File: config.mk
export PLATFORM = sky130hd
export DESIGN_NAME = mchb_bank
export DESIGN_NICKNAME = d
export VERILOG_FILES = /design/src/hw/mchb_pkg.sv /design/src/hw/mchb_idle_timer.sv /design/src/hw/mchb_bank.sv
export SDC_FILE = /design/constraint.sdc
export NUM_CORES = 1
export LEC_CHECK = 0
export ABC_AREA = 0
export BUFFER_PORTS_ARGS = -buffer_cell sky130_fd_sc_hd__clkbuf_2
export CORE_UTILIZATION = 40
export CTS_CLUSTER_SIZE = 25
export DETAILED_ROUTE_END_ITERATION = 16
export MAX_ROUTING_LAYER = met4
export PLACE_DENSITY = 0.62
export SYNTH_ARGS = -nofsm -noshare
export SYNTH_HDL_FRONTEND = slang
export SYNTH_SLANG_ARGS = --single-unit
File: constraint.sdc
create_clock -name clock -period 12.5 [get_ports clock]
set_input_delay 3.125 -clock clock [delete_from_list [all_inputs] [get_ports clock]]
set_output_delay 3.125 -clock clock [all_outputs]
set_load 0.03 [all_outputs]
File: src/hw/mchb_pkg.sv
// Purpose: Shared constants for the holding register bank of a pressure controller.
// Assumes: Requests arrive already decoded from Modbus frames, one register per request.
// Notes: Register numbers are the one-based numbers used on the bus.
`default_nettype none
package mchb_pkg;
   localparam int unsigned CLOCK_HZ = 200_000_000;
   localparam int unsigned MINUTE_SECONDS = 60;
   localparam longint unsigned MINUTE_CYCLES = longint'(CLOCK_HZ) * longint'(MINUTE_SECONDS);
   localparam int unsigned WORD_W = 16;
   localparam int unsigned INPUT_MEAS_COUNT = 11;
   localparam logic [7:0] FC_READ_HOLD = 8'h03;
   localparam logic [7:0] FC_READ_INPUT = 8'h04;
   localparam logic [7:0] FC_WRITE_SINGLE = 8'h06;
   localparam logic [7:0] EXCEPTION_FLAG = 8'h80;
   localparam logic [7:0] EX_NONE = 8'h00;
   localparam logic [7:0] EX_ILLEGAL_FUNCTION = 8'h01;
   localparam logic [7:0] EX_ILLEGAL_ADDRESS = 8'h02;
   localparam logic [7:0] EX_ILLEGAL_VALUE = 8'h03;
   localparam logic [15:0] ADDR_SLAVE = 16'h0001;
   localparam logic [15:0] ADDR_RATE = 16'h0002;
   localparam logic [15:0] ADDR_PARITY = 16'h0003;
   localparam logic [15:0] ADDR_MODEL = 16'h0004;
   localparam logic [15:0] ADDR_HW_REV = 16'h0005;
   localparam logic [15:0] ADDR_FW_REV = 16'h0006;
   localparam logic [15:0] ADDR_RESERVED = 16'h0007;
   localparam logic [15:0] ADDR_TIMEOUT = 16'h0008;
   localparam logic [15:0] ADDR_TERM = 16'h0009;
   localparam logic [15:0] ADDR_RESTORE = 16'h000a;
   localparam logic [15:0] ADDR_ALARM_LOW = 16'h000b;
   localparam logic [15:0] ADDR_ALARM_HIGH = 16'h000c;
   localparam logic [15:0] ADDR_SPAN_LOW = 16'h000d;
   localparam logic [15:0] ADDR_INPUT_FIRST = 16'h0001;
   localparam logic [15:0] ADDR_INPUT_MEAS_LAST = 16'h000b;
   localparam logic [15:0] ADDR_INPUT_LAST = 16'h0014;
   localparam logic [15:0] RST_SLAVE = 16'h0001;
   localparam logic [15:0] RST_RATE = 16'h0002;
   localparam logic [15:0] RST_PARITY = 16'h0001;
   localparam logic [15:0] RST_TIMEOUT = 16'h0000;
   localparam logic [15:0] RST_TERM = 16'h0000;
   localparam logic [15:0] RST_RESTORE = 16'h0000;
   localparam logic [15:0] RST_ALARM_LOW = 16'h0000;
   localparam logic [15:0] RST_SPAN_LOW = 16'h0000;
   localparam logic [15:0] SLAVE_MIN = 16'h0001;
   localparam logic [15:0] SLAVE_MAX = 16'h00f7;
   localparam logic [15:0] RATE_MAX = 16'h0006;
   localparam logic [15:0] PARITY_MAX = 16'h0002;
   localparam logic [15:0] TIMEOUT_MAX = 16'h003c;
   localparam logic [15:0] FLAG_MAX = 16'h0001;
   localparam logic [15:0] RESTORE_GO = 16'h0001;
   localparam logic [15:0] ZERO_WORD = 16'h0000;
   localparam logic [15:0] PRESSURE_MARGIN = 16'h0032;
   typedef enum logic [1:0] {
      MCHB_IDLE = 2'b01,
      MCHB_RESTORE = 2'b10
   } mchb_state_t;
endpackage
`default_nettype wire

File: src/hw/mchb_idle_timer.sv
// Purpose: Communication loss timer counting whole minutes without bus traffic.
// Assumes: Traffic is a one-cycle pulse per observed request or frame.
// Notes: Expiry clears on the next traffic pulse or when the limit becomes 0.
`default_nettype none
module mchb_idle_timer #(
   parameter longint unsigned MINUTE_CYCLES = mchb_pkg::MINUTE_CYCLES
) (
   input wire logic clock,
   input wire logic resetn,
   input wire logic traffic,
   input wire logic [15:0] limit_minutes,
   output logic expired
);
   localparam int PRE_W = $clog2(MINUTE_CYCLES);
   localparam logic [PRE_W-1:0] PRE_LAST = PRE_W'(MINUTE_CYCLES - 1);
   logic [PRE_W-1:0] prescale;
   logic [15:0] minutes;
   logic minute_tick;
   logic [15:0] next_minutes;
   assign minute_tick = prescale == PRE_LAST;
   assign next_minutes = (minute_tick && minutes < limit_minutes) ? minutes + 16'h0001 : minutes;
   always_ff @(posedge clock) begin
      if (!resetn || traffic) begin
         prescale <= '0;
         minutes <= 16'h0000;
         expired <= 1'b0;
      end else begin
         prescale <= minute_tick ? '0 : prescale + 1'b1;
         minutes <= next_minutes;
         expired <= (limit_minutes != mchb_pkg::ZERO_WORD) && (minutes >= limit_minutes);
      end
   end
   expiry_needs_limit_a: assert property (@(posedge clock) disable iff (!resetn)
      expired |-> $past(limit_minutes) != 16'h0000)
      else $error("Timeout expired with timeout disabled");
   traffic_clears_a: assert property (@(posedge clock) disable iff (!resetn)
      traffic |=> !expired)
      else $error("Traffic did not clear the timeout");
endmodule // mchb_idle_timer
`default_nettype wire

File: src/hw/mchb_bank.sv
// Purpose: Holding registers 1 to 13 and input register answers of a pressure controller.
// Assumes: A frame decoder hands over one register request at a time.
// Notes: Setpoint and measured input words come from the control core.
`default_nettype none
module mchb_bank #(
   parameter logic [15:0] FULL_SCALE_PA = 16'h03e8,
   parameter logic [15:0] MIN_RANGE_PA = 16'h0000,
   parameter logic [15:0] MODEL_ID = 16'h0a5a,
   parameter logic [15:0] HW_REVISION = 16'h0103,
   parameter logic [15:0] FW_REVISION = 16'h0407,
   parameter longint unsigned MINUTE_CYCLES = mchb_pkg::MINUTE_CYCLES,
   parameter int unsigned MEAS_COUNT = mchb_pkg::INPUT_MEAS_COUNT
) (
   input wire logic clock,
   input wire logic resetn,
   input wire logic req_valid,
   input wire logic [7:0] req_function,
   input wire logic [15:0] req_address,
   input wire logic [15:0] req_wdata,
   input wire logic bus_activity,
   input wire logic [15:0] pressure_setpoint,
   input wire logic [MEAS_COUNT*16-1:0] input_register_words,
   output logic req_ready,
   output logic resp_valid,
   output logic resp_exception,
   output logic [7:0] resp_code,
   output logic [15:0] resp_data,
   output logic [15:0] slave_address,
   output logic [15:0] line_rate_code,
   output logic [15:0] parity_mode,
   output logic [15:0] comm_loss_timeout_minutes,
   output logic [15:0] line_termination_select,
   output logic [15:0] restore_defaults_command,
   output logic [15:0] low_pressure_alarm_limit,
   output logic [15:0] high_pressure_alarm_limit,
   output logic [15:0] low_pressure_span_limit,
   output logic line_termination_resistor,
   output logic force_outputs_zero
);
   mchb_pkg::mchb_state_t state;
   mchb_pkg::mchb_state_t next_state;
   logic take;
   logic is_read_hold;
   logic is_read_input;
   logic is_write;
   logic hold_addr_ok;
   logic input_addr_ok;
   logic ro_addr;
   logic value_ok;
   logic [7:0] ex_code;
   logic wr_commit;
   logic restoring;
   logic restore_start;
   logic signed [16:0] wr_value;
   logic signed [16:0] setpoint_value;
   logic signed [16:0] full_value;
   logic signed [16:0] min_value;
   logic signed [16:0] high_value;
   logic signed [16:0] full_minus_margin;
   logic signed [16:0] min_plus_margin;
   logic low_alarm_ok;
   logic high_alarm_ok;
   logic span_low_ok;
   logic [3:0] meas_index;
   logic [15:0] meas_word;
   logic [15:0] input_rdata;
   logic [15:0] hold_rdata;
   logic [15:0] read_data;
   logic [15:0] next_resp_data;
   logic [7:0] next_resp_code;

   // Request decode
   assign take = req_valid && req_ready;
   assign is_read_hold = req_function == mchb_pkg::FC_READ_HOLD;
   assign is_read_input = req_function == mchb_pkg::FC_READ_INPUT;
   assign is_write = req_function == mchb_pkg::FC_WRITE_SINGLE;
   assign hold_addr_ok = req_address >= mchb_pkg::ADDR_SLAVE
      && req_address <= mchb_pkg::ADDR_SPAN_LOW;
   assign input_addr_ok = req_address >= mchb_pkg::ADDR_INPUT_FIRST
      && req_address <= mchb_pkg::ADDR_INPUT_LAST;
   assign ro_addr = req_address >= mchb_pkg::ADDR_MODEL
      && req_address <= mchb_pkg::ADDR_RESERVED;

   // Pressure ordering checks, signed with a spare bit against overflow
   assign wr_value = {req_wdata[15], req_wdata};
   assign setpoint_value = {pressure_setpoint[15], pressure_setpoint};
   assign full_value = {FULL_SCALE_PA[15], FULL_SCALE_PA};
   assign min_value = {MIN_RANGE_PA[15], MIN_RANGE_PA};
   assign high_value = {high_pressure_alarm_limit[15], high_pressure_alarm_limit};
   assign full_minus_margin = full_value - $signed({1'b0, mchb_pkg::PRESSURE_MARGIN});
   assign min_plus_margin = min_value + $signed({1'b0, mchb_pkg::PRESSURE_MARGIN});
   assign low_alarm_ok = wr_value >= 17'sh00000 && wr_value <= full_minus_margin
      && wr_value <= setpoint_value;
   assign high_alarm_ok = wr_value >= min_plus_margin && wr_value <= full_value
      && wr_value >= setpoint_value;
   assign span_low_ok = wr_value >= min_value && wr_value <= high_value
      && wr_value <= setpoint_value;

   // Value range per writable register
   assign value_ok =
      (req_address == mchb_pkg::ADDR_SLAVE) ?
         (req_wdata >= mchb_pkg::SLAVE_MIN && req_wdata <= mchb_pkg::SLAVE_MAX) :
      (req_address == mchb_pkg::ADDR_RATE) ? (req_wdata <= mchb_pkg::RATE_MAX) :
      (req_address == mchb_pkg::ADDR_PARITY) ? (req_wdata <= mchb_pkg::PARITY_MAX) :
      (req_address == mchb_pkg::ADDR_TIMEOUT) ? (req_wdata <= mchb_pkg::TIMEOUT_MAX) :
      (req_address == mchb_pkg::ADDR_TERM) ? (req_wdata <= mchb_pkg::FLAG_MAX) :
      (req_address == mchb_pkg::ADDR_RESTORE) ? (req_wdata <= mchb_pkg::FLAG_MAX) :
      (req_address == mchb_pkg::ADDR_ALARM_LOW) ? low_alarm_ok :
      (req_address == mchb_pkg::ADDR_ALARM_HIGH) ? high_alarm_ok :
      (req_address == mchb_pkg::ADDR_SPAN_LOW) ? span_low_ok :
      1'b0;

   // Exception selection in Modbus priority order
   assign ex_code =
      !(is_read_hold || is_read_input || is_write) ? mchb_pkg::EX_ILLEGAL_FUNCTION :
      (is_read_hold && !hold_addr_ok) ? mchb_pkg::EX_ILLEGAL_ADDRESS :
      (is_read_input && !input_addr_ok) ? mchb_pkg::EX_ILLEGAL_ADDRESS :
      (is_write && (!hold_addr_ok || ro_addr)) ? mchb_pkg::EX_ILLEGAL_ADDRESS :
      (is_write && !value_ok) ? mchb_pkg::EX_ILLEGAL_VALUE :
      mchb_pkg::EX_NONE;
   assign wr_commit = take && is_write && ex_code == mchb_pkg::EX_NONE;

   // Restore sequencing
   assign restoring = state == mchb_pkg::MCHB_RESTORE;
   assign restore_start = wr_commit && req_address == mchb_pkg::ADDR_RESTORE
      && req_wdata == mchb_pkg::RESTORE_GO;
   assign next_state = restore_start ? mchb_pkg::MCHB_RESTORE : mchb_pkg::MCHB_IDLE;

   always_ff @(posedge clock) begin
      if (!resetn) begin
         state <= mchb_pkg::MCHB_IDLE;
         req_ready <= 1'b1;
      end else begin
         state <= next_state;
         req_ready <= next_state == mchb_pkg::MCHB_IDLE;
      end
   end

   // Holding register storage
   always_ff @(posedge clock) begin
      if (!resetn || restoring) begin
         slave_address <= mchb_pkg::RST_SLAVE;
         line_rate_code <= mchb_pkg::RST_RATE;
         parity_mode <= mchb_pkg::RST_PARITY;
         comm_loss_timeout_minutes <= mchb_pkg::RST_TIMEOUT;
         line_termination_select <= mchb_pkg::RST_TERM;
         restore_defaults_command <= mchb_pkg::RST_RESTORE;
         low_pressure_alarm_limit <= mchb_pkg::RST_ALARM_LOW;
         high_pressure_alarm_limit <= FULL_SCALE_PA;
         low_pressure_span_limit <= mchb_pkg::RST_SPAN_LOW;
      end else if (wr_commit) begin
         unique case (req_address)
            mchb_pkg::ADDR_SLAVE: slave_address <= req_wdata;
            mchb_pkg::ADDR_RATE: line_rate_code <= req_wdata;
            mchb_pkg::ADDR_PARITY: parity_mode <= req_wdata;
            mchb_pkg::ADDR_TIMEOUT: comm_loss_timeout_minutes <= req_wdata;
            mchb_pkg::ADDR_TERM: line_termination_select <= req_wdata;
            mchb_pkg::ADDR_RESTORE: restore_defaults_command <= req_wdata;
            mchb_pkg::ADDR_ALARM_LOW: low_pressure_alarm_limit <= req_wdata;
            mchb_pkg::ADDR_ALARM_HIGH: high_pressure_alarm_limit <= req_wdata;
            default: low_pressure_span_limit <= req_wdata;
         endcase
      end
   end

   // Termination drive follows the stored bit
   always_ff @(posedge clock) begin
      if (!resetn || restoring) begin
         line_termination_resistor <= mchb_pkg::RST_TERM[0];
      end else if (wr_commit && req_address == mchb_pkg::ADDR_TERM) begin
         line_termination_resistor <= req_wdata[0];
      end
   end

   // Read data selection
   assign meas_index = req_address[3:0] - 4'h1;
   assign meas_word = input_register_words[{meas_index, 4'h0} +: 16];
   assign input_rdata = (req_address <= mchb_pkg::ADDR_INPUT_MEAS_LAST) ? meas_word
      : mchb_pkg::ZERO_WORD;
   assign hold_rdata =
      (req_address == mchb_pkg::ADDR_SLAVE) ? slave_address :
      (req_address == mchb_pkg::ADDR_RATE) ? line_rate_code :
      (req_address == mchb_pkg::ADDR_PARITY) ? parity_mode :
      (req_address == mchb_pkg::ADDR_MODEL) ? MODEL_ID :
      (req_address == mchb_pkg::ADDR_HW_REV) ? HW_REVISION :
      (req_address == mchb_pkg::ADDR_FW_REV) ? FW_REVISION :
      (req_address == mchb_pkg::ADDR_TIMEOUT) ? comm_loss_timeout_minutes :
      (req_address == mchb_pkg::ADDR_TERM) ? line_termination_select :
      (req_address == mchb_pkg::ADDR_RESTORE) ? restore_defaults_command :
      (req_address == mchb_pkg::ADDR_ALARM_LOW) ? low_pressure_alarm_limit :
      (req_address == mchb_pkg::ADDR_ALARM_HIGH) ? high_pressure_alarm_limit :
      (req_address == mchb_pkg::ADDR_SPAN_LOW) ? low_pressure_span_limit :
      mchb_pkg::ZERO_WORD;
   assign read_data = is_read_input ? input_rdata : is_read_hold ? hold_rdata : req_wdata;
   assign next_resp_data = (ex_code != mchb_pkg::EX_NONE) ? {8'h00, ex_code} : read_data;
   assign next_resp_code = (ex_code != mchb_pkg::EX_NONE)
      ? (req_function | mchb_pkg::EXCEPTION_FLAG) : req_function;

   // Response stage
   always_ff @(posedge clock) begin
      if (!resetn) begin
         resp_valid <= 1'b0;
         resp_exception <= 1'b0;
         resp_code <= 8'h00;
         resp_data <= 16'h0000;
      end else begin
         resp_valid <= take;
         if (take) begin
            resp_exception <= ex_code != mchb_pkg::EX_NONE;
            resp_code <= next_resp_code;
            resp_data <= next_resp_data;
         end
      end
   end

   // Communication loss timer
   mchb_idle_timer #(
      .MINUTE_CYCLES(MINUTE_CYCLES)
   ) u_idle_timer (
      .clock(clock),
      .resetn(resetn),
      .traffic(bus_activity || take),
      .limit_minutes(comm_loss_timeout_minutes),
      .expired(force_outputs_zero)
   );

   input_read_a: assert property (@(posedge clock) disable iff (!resetn)
      take && is_read_input && req_address > mchb_pkg::ADDR_INPUT_MEAS_LAST
      && req_address <= mchb_pkg::ADDR_INPUT_LAST
      |=> resp_valid && !resp_exception && resp_data == 16'h0000)
      else $error("Reserved input register did not read zero");
   rate_bound_a: assert property (@(posedge clock) disable iff (!resetn)
      take && is_write && req_address == mchb_pkg::ADDR_RATE && req_wdata > mchb_pkg::RATE_MAX
      |=> resp_exception && resp_data == 16'h0003 && $stable(line_rate_code))
      else $error("Line rate code above 6 accepted");
   model_read_a: assert property (@(posedge clock) disable iff (!resetn)
      take && is_read_hold && req_address == mchb_pkg::ADDR_MODEL
      |=> resp_valid && !resp_exception && resp_data == MODEL_ID)
      else $error("Model identifier read wrong");
   model_write_a: assert property (@(posedge clock) disable iff (!resetn)
      take && is_write && req_address == mchb_pkg::ADDR_MODEL
      |=> resp_exception && resp_data == 16'h0002)
      else $error("Write to model identifier not refused");
   hw_read_a: assert property (@(posedge clock) disable iff (!resetn)
      take && is_read_hold && req_address == mchb_pkg::ADDR_HW_REV |=> resp_data == HW_REVISION)
      else $error("Hardware revision read wrong");
   fw_read_a: assert property (@(posedge clock) disable iff (!resetn)
      take && is_read_hold && req_address == mchb_pkg::ADDR_FW_REV |=> resp_data == FW_REVISION)
      else $error("Firmware revision read wrong");
   term_drive_a: assert property (@(posedge clock) disable iff (!resetn)
      take && is_write && req_address == mchb_pkg::ADDR_TERM && req_wdata == 16'h0001
      && !restoring |=> line_termination_resistor)
      else $error("Termination not connected after writing 1");
   restore_clear_a: assert property (@(posedge clock) disable iff (!resetn)
      restore_start |=> restoring ##1 (restore_defaults_command == 16'h0000
      && high_pressure_alarm_limit == FULL_SCALE_PA && line_rate_code == 16'h0002 && req_ready))
      else $error("Restore did not reload defaults and clear itself");
   low_alarm_order_a: assert property (@(posedge clock) disable iff (!resetn)
      take && is_write && req_address == mchb_pkg::ADDR_ALARM_LOW && wr_value > setpoint_value
      |=> resp_exception && $stable(low_pressure_alarm_limit))
      else $error("Low alarm above setpoint accepted");
   high_alarm_order_a: assert property (@(posedge clock) disable iff (!resetn)
      take && is_write && req_address == mchb_pkg::ADDR_ALARM_HIGH && wr_value < setpoint_value
      |=> resp_exception && $stable(high_pressure_alarm_limit))
      else $error("High alarm below setpoint accepted");
   span_order_a: assert property (@(posedge clock) disable iff (!resetn)
      take && is_write && req_address == mchb_pkg::ADDR_SPAN_LOW
      && (wr_value > setpoint_value || wr_value > high_value)
      |=> resp_exception && $stable(low_pressure_span_limit))
      else $error("Low span limit out of order accepted");
   value_reject_a: assert property (@(posedge clock) disable iff (!resetn)
      take && ex_code == mchb_pkg::EX_ILLEGAL_VALUE
      |=> resp_code == ($past(req_function) | 8'h80) && resp_data == 16'h0003)
      else $error("Illegal value exception malformed");
endmodule // mchb_bank
`default_nettype wire

* Word-level counts from Yosys, hierarchy flattened
Index checks and enable logic that the tools add are counted.
Word-level totals: bits in registers 225, latch bits 0, memory bits (writable) 0, bits in read-only memories 0, input bits 236, word-level logic and storage cells 142, memories 0
Cells by class: add/subtract/negate cells 3, multipliers 0, divide/modulo/power cells 0, $lt $le $gt $ge 21, equality and inequality tests 19, shift operators 1, multiplexer cells 32, bitwise operators 1, reduce and logical (&&, ||, !) cells 46
Operators with widths (count):
- 16-bit 2-to-1 mux | 16
- 176-bit by 9-bit indexed part select with 16-bit output | 1
- 16-bit by 4-bit equality test with 1-bit output (second input constant) | 6
- 16-bit by 3-bit equality test with 1-bit output (second input constant) | 3
- 16-bit by 1-bit >= comparator with 1-bit output (second input constant) | 3
- 34-bit by 1-bit adder with 34-bit output (second input constant) | 1
- 34-bit equality test (second input constant) | 1
- 16-bit by 1-bit equality test with 1-bit output (second input constant) | 2
- 16-bit by 2-bit equality test with 1-bit output (second input constant) | 2
- 16-bit >= comparator | 2
- 16-bit by 11-bit <= comparator with 1-bit output (second input constant) | 2
- 16-bit <= comparator | 2
- 16-bit by 3-bit <= comparator with 1-bit output (second input constant) | 2
- 16-bit by 4-bit <= comparator with 1-bit output (second input constant) | 2
- 1-bit logical AND | 22
- 2-bit AND reduction | 9
- 16-bit by 1-bit adder with 16-bit output (second input constant) | 1
- 8-bit by 3-bit equality test with 1-bit output (second input constant) | 2
- 16-bit by 3-bit >= comparator with 1-bit output (second input constant) | 1
- 16-bit by 7-bit >= comparator with 1-bit output (second input constant) | 1
- 16-bit by 1-bit <= comparator with 1-bit output (second input constant) | 1
- 16-bit by 2-bit <= comparator with 1-bit output (second input constant) | 1
- 16-bit by 5-bit <= comparator with 1-bit output (second input constant) | 1
- 16-bit by 6-bit <= comparator with 1-bit output (second input constant) | 1
- 17 further kinds | 38

* Depth between registers and ports, before layout
depth after elaboration 25, depth in mapped cells 15, mapped depth without buffers 10

* Hierarchy
From an unflattened synthesis, not the netlist that was laid out.
Second synthesis, totals: cell total of the unflattened synthesis 1593, area, all modules 13364.1 µm²
By module, submodules not included:
- mchb_bank | times used 1, cells each 1260, area an instance 10636.5 µm², sequential area each 3443.3 µm²
- mchb_idle_timer | times used 1, cells each 333, area an instance 2727.6 µm², sequential area each 1021.0 µm²

* Worst setup path after synthesis
Ideal clock, no wire load.
path kind input to register, start input port req_address[0], end register low_pressure_alarm_limit[6], arrival time 7101 ps, path slack 5327 ps, stages 13, cells stage by stage clkbuf_1 buf_1 buf_2 clkinv_1 ha_1 clkbuf_1 nand4b_1 nor4_4 or4b_1 a31o_2 a211oi_4 buf_6 mux2i_1
On the way: word-level cells in the longest chain between the ends 20
Ends and longest elaborated chain:
- start, declared | RTL line mchb_bank.sv:18 | input wire logic [15:0] req_address,
- 16-bit by 4-bit equality test with 1-bit output | RTL line mchb_bank.sv:110 | (req_address == mchb_pkg::ADDR_SPAN_LOW) ? span_low_ok :
- 1-bit 2-to-1 mux | RTL line mchb_bank.sv:110
- 1-bit 2-to-1 mux | RTL line mchb_bank.sv:109 | (req_address == mchb_pkg::ADDR_ALARM_HIGH) ? high_alarm_ok :
- 1-bit 2-to-1 mux | RTL line mchb_bank.sv:108 | (req_address == mchb_pkg::ADDR_ALARM_LOW) ? low_alarm_ok :
- 1-bit 2-to-1 mux | RTL line mchb_bank.sv:107 | (req_address == mchb_pkg::ADDR_RESTORE) ? (req_wdata <= mchb_pkg::FLAG_MAX) :
- 1-bit 2-to-1 mux | RTL line mchb_bank.sv:106 | (req_address == mchb_pkg::ADDR_TERM) ? (req_wdata <= mchb_pkg::FLAG_MAX) :
- 1-bit 2-to-1 mux | RTL line mchb_bank.sv:105 | (req_address == mchb_pkg::ADDR_TIMEOUT) ? (req_wdata <= mchb_pkg::TIMEOUT_MAX) :
- 1-bit 2-to-1 mux | RTL line mchb_bank.sv:104 | (req_address == mchb_pkg::ADDR_PARITY) ? (req_wdata <= mchb_pkg::PARITY_MAX) :
- [... 4 more ...]
- 2-bit 2-to-1 mux | RTL line mchb_bank.sv:119 | (is_write && !value_ok) ? mchb_pkg::EX_ILLEGAL_VALUE :
- 2-bit 2-to-1 mux | RTL line mchb_bank.sv:118 | (is_write && (!hold_addr_ok || ro_addr)) ? mchb_pkg::EX_ILLEGAL_ADDRESS :
- 2-bit 2-to-1 mux | RTL line mchb_bank.sv:117 | (is_read_input && !input_addr_ok) ? mchb_pkg::EX_ILLEGAL_ADDRESS :
- 2-bit 2-to-1 mux | RTL line mchb_bank.sv:116 | (is_read_hold && !hold_addr_ok) ? mchb_pkg::EX_ILLEGAL_ADDRESS :
- 2-bit 2-to-1 mux | RTL line mchb_bank.sv:115 | !(is_read_hold || is_read_input || is_write) ? mchb_pkg::EX_ILLEGAL_FUNCTION :
- 8-bit logical NOT | RTL line mchb_bank.sv:121 | assign wr_commit = take && is_write && ex_code == mchb_pkg::EX_NONE;
- 1-bit logical AND | RTL line mchb_bank.sv:121
- 2-bit AND reduction (no line) *
- end signal, assigned | RTL line mchb_bank.sv:148 | low_pressure_alarm_limit <= mchb_pkg::RST_ALARM_LOW;
- end signal, assigned | RTL line mchb_bank.sv:159 | mchb_pkg::ADDR_ALARM_LOW: low_pressure_alarm_limit <= req_wdata;
- end, declared | RTL line mchb_bank.sv:34 | output logic [15:0] low_pressure_alarm_limit,
Every way passes the cells marked *; elsewhere a longest branch is shown, timed or not. A chain may end at the register's enable or synchronous reset.

* Worst setup path after layout
start input port req_address[0], end register low_pressure_alarm_limit[2]
The elaborated chain is that of the path after synthesis.

==> impl_metrics.json <==
{
  "die-area_sq_mm": 0.0344,
  "finalNetCount": 2256,
  "worstPathRequired_ns": 12.95,
  "cap_violations": 0,
  "grt_usage_pct": 34.4,
  "yosysSeqAreaShare_pct": 33.1,
  "rows": 66,
  "yosysMostFrequentCell": "dfxtp_1",
  "cts_setup_buffers": 0,
  "tightest_slew_ns": 1.30,
  "synth_edf_count": 0,
  "regMostFlops": "u_idle_timer.prescale",
  "via_per_inst": 5.93,
  "clk_pin_slew_ns": 0.06,
  "crit_type": "in -> reg",
  "drt-total-wl_mm": 58.8,
  "clockRootBuffer": "clkbuf_16",
  "hpwl_mm": 46.0,
  "setup_tns_ns": 0,
  "cts_tree": "yes",
  "grt_max_degree": 64,
  "ys_warn_count": 0,
  "core_sq_mm": 0.0329,
  "antenna_left": 0,
  "vias": 14400,
  "area_delta_synth_final_pct": 23.2,
  "port-buffer-count": 408,
  "p_sw_mw": 0.434,
  "drtIter0Drc": 1345,
  "wire_per_inst_um": 24.2,
  "hp-class": "reg -> reg",
  "slew_viol_final": 0,
  "status": "finished, final reports clean",
  "comb_power_share_pct": 12.6,
  "synth_commonest_cells": "dfxtp_1, nand2_1, nor2_1",
  "globalRouteOverflowTotal": 0,
  "die_x_um": 186,
  "synth_top_area_share_pct": 33.1,
  "postSynthCellCount": 1627,
  "setup.worst_path.end_class": "flip-flop",
  "pwr-share-clk_pct": 44.7,
  "vdd_drop_max_v": 0.0000880,
  "ys_ff_latch": 223,
  "route.detailed.drc": 0,
  "grt_pass1_wl_mm": 85.3,
  "worst_ep_arrival_time_ns": 7.85,
  "synth.avg_cell_area_sq_um": 8.28,
  "setup_violations": 0,
  "final_hold_viol_count": 0,
  "drt_first_pass_iters": 6,
  "cts_htree_levels": 1,
  "power_switching_share_pct": 26.0,
  "max_freq_mhz": 135,
  "grt_setup_unrepaired": "no",
  "place_congestion": 1.01,
  "post-route-period-util_pct": 59.2,
  "grt_pass1_vias": 13600,
  "cts_buffers": 24,
  "die_y_um": 186,
  "cts_hold_buf": 0,
  "ys_types": 75,
  "synth_flop_cell": "dfxtp_1",
  "synth_top_area_cell": "dfxtp_1",
  "slew-limit-headroom_pct": 12.9,
  "final.setup_skew_ns": 0.0287,
  "synth.area.top_cells": "dfxtp_1, mux2i_1, mux4_2",
  "syn_nets": 1918,
  "clk_path_buf_depth": 3,
  "power_frac_seq_pct": 42.8,
  "cp-start-kind": "primary input",
  "io_pins": 409,
  "power_density_mw_per_mm2": 101,
  "drive_gt1_share_pct": 26.5,
  "leakage_nw": 7.51,
  "cts.sinks": 223,
  "fin_total_pwr_mw": 1.67,
  "crit_fanout": 45,
  "start_util_pct": 41.0,
  "cts-resized-gates": 0,
  "fin_crit_ns": 7.40,
  "syn_area_sq_mm": 0.0135,
  "antenna_found_initial": 2,
  "intPower_mw": 1.24,
  "largest_reg_flops": 34,
  "insertion_delay_ns": 0.55,
  "synthArstFlopShare_pct": 0
}
==> metrics by stage <==
step	hold WS [ns]	instances	setup WS (ns)	instance area (sq um)	utilization, %
finish	0.457	2427	5.10	16600	50.5
global route	0.481	2426	4.68	16600	50.5
CTS	0.463	2425	5.10	16600	50.5
detailed placement	0.449	2381	4.58	15800	48.0
global placement	0.435	2381	4.69	15800	48.0
floorplan	0.426	1627	5.33	13500	-
==> cells in the final DEF, fill, tap and decap left out, drive strengths merged, types with 7 or more instances in the layout <==
cell type | netlist | layout
o21a | 13 | 13
nor2b | 9 | 9
and4 | 11 | 11
and3 | 79 | 79
o22ai | 14 | 14
or3 | 15 | 15
a21o | 9 | 9
and2 | 13 | 13
nand2 | 182 | 182
a22oi | 10 | 10
xor2 | 16 | 16
a222oi | 8 | 8
a21boi | 10 | 10
a32oi | 7 | 7
inv | 65 | 65
nor3b | 9 | 9
ha | 55 | 55
o221ai | 10 | 10
o21ai | 73 | 73
mux4 | 32 | 32
dfxtp | 223 | 223
nor3 | 46 | 46
a211oi | 10 | 10
clkbuf | 94 | 441
clkinv | 2 | 8
a21oi | 88 | 88
a31oi | 7 | 7
a221oi | 14 | 14
nand4 | 38 | 38
o31ai | 9 | 9
nand2b | 18 | 18
nor4 | 19 | 19
nand3 | 47 | 47
o211ai | 20 | 20
mux2i | 93 | 93
nor2 | 156 | 156
xnor2 | 14 | 14
buf | 15 | 13
mux2 | 8 | 8
or4 | 11 | 11
==> power groups by stage <==
| stage | sequential [mW] | combinational (mW) | clock (mW) |
|---|---|---|---|
| 4_1_cts | 0.714 | 0.207 | 0.757 |
| 6_report | 0.714 | 0.210 | 0.746 |
| 5_1_grt | 0.714 | 0.225 | 0.787 |
| 3_5_place_dp | 0.730 | 0.207 | 0 |
| 2_1_floorplan | 0.734 | 0.111 | 0 |
| 3_3_place_gp | 0.730 | 0.205 | 0 |
==> path summary, 6_finish.rpt <==
path | start | end | slack, ns | depth (start not counted)
worst max-delay path | req_address[0] | low_pressure_alarm_limit[2] | 5.10 | 10
worst min-delay path | u_idle_timer.prescale[0] | u_idle_timer.prescale[0] | 0.46 | 1
worst max register to register | high_pressure_alarm_limit[1] | low_pressure_alarm_limit[2] | 8.77 | 10
worst min register to register | u_idle_timer.prescale[0] | u_idle_timer.prescale[0] | 0.46 | 1
==> per-layer routing <==
metal / wire [um] / global-route usage, % / vias up
met5: 0 / - / -
met3: 4550 / 3.99 / 126
li1: - / - / 6657
met1: 22600 / 40.6 / 6871
met2: 29500 / 60.0 / 732
met4: 2180 / 12.8 / 0
==> layout make-up <==
cell class	instances	area, sq um
multi-input combinational	1228	8370
tap	442	553
clock inverter	11	146
clock buffer	33	674
antenna	2	5.00
timing repair buffer	421	2140
fill	3298	16300
inverter	67	251
sequential	223	4460
==> kinds of logic after synthesis <==
kind of cell             count (synthesis)  synth area share, %
AND/OR/NAND/NOR                        673                 25.1
buffers and inverters                  176                 5.13
multiplexers                           133                 12.9
adder cells (fa/ha/maj)                 55                 5.11
AO/OA/AOI/OAI                          337                 16.6
flip-flops                             223                 33.1
XOR/XNOR                                30                 1.95
==> critical path, stage by stage <==
cell	delay (ns)
clkbuf_2	0.07
buf_4	0.56
clkinv_1	0.53
ha_2	0.48
nand4b_1	0.34
nor4_4	0.76
or4b_1	0.53
a31o_2	0.27
a211oi_4	0.82
mux2i_1	0.29
Note: power is estimated with default switching activity, not from simulation.
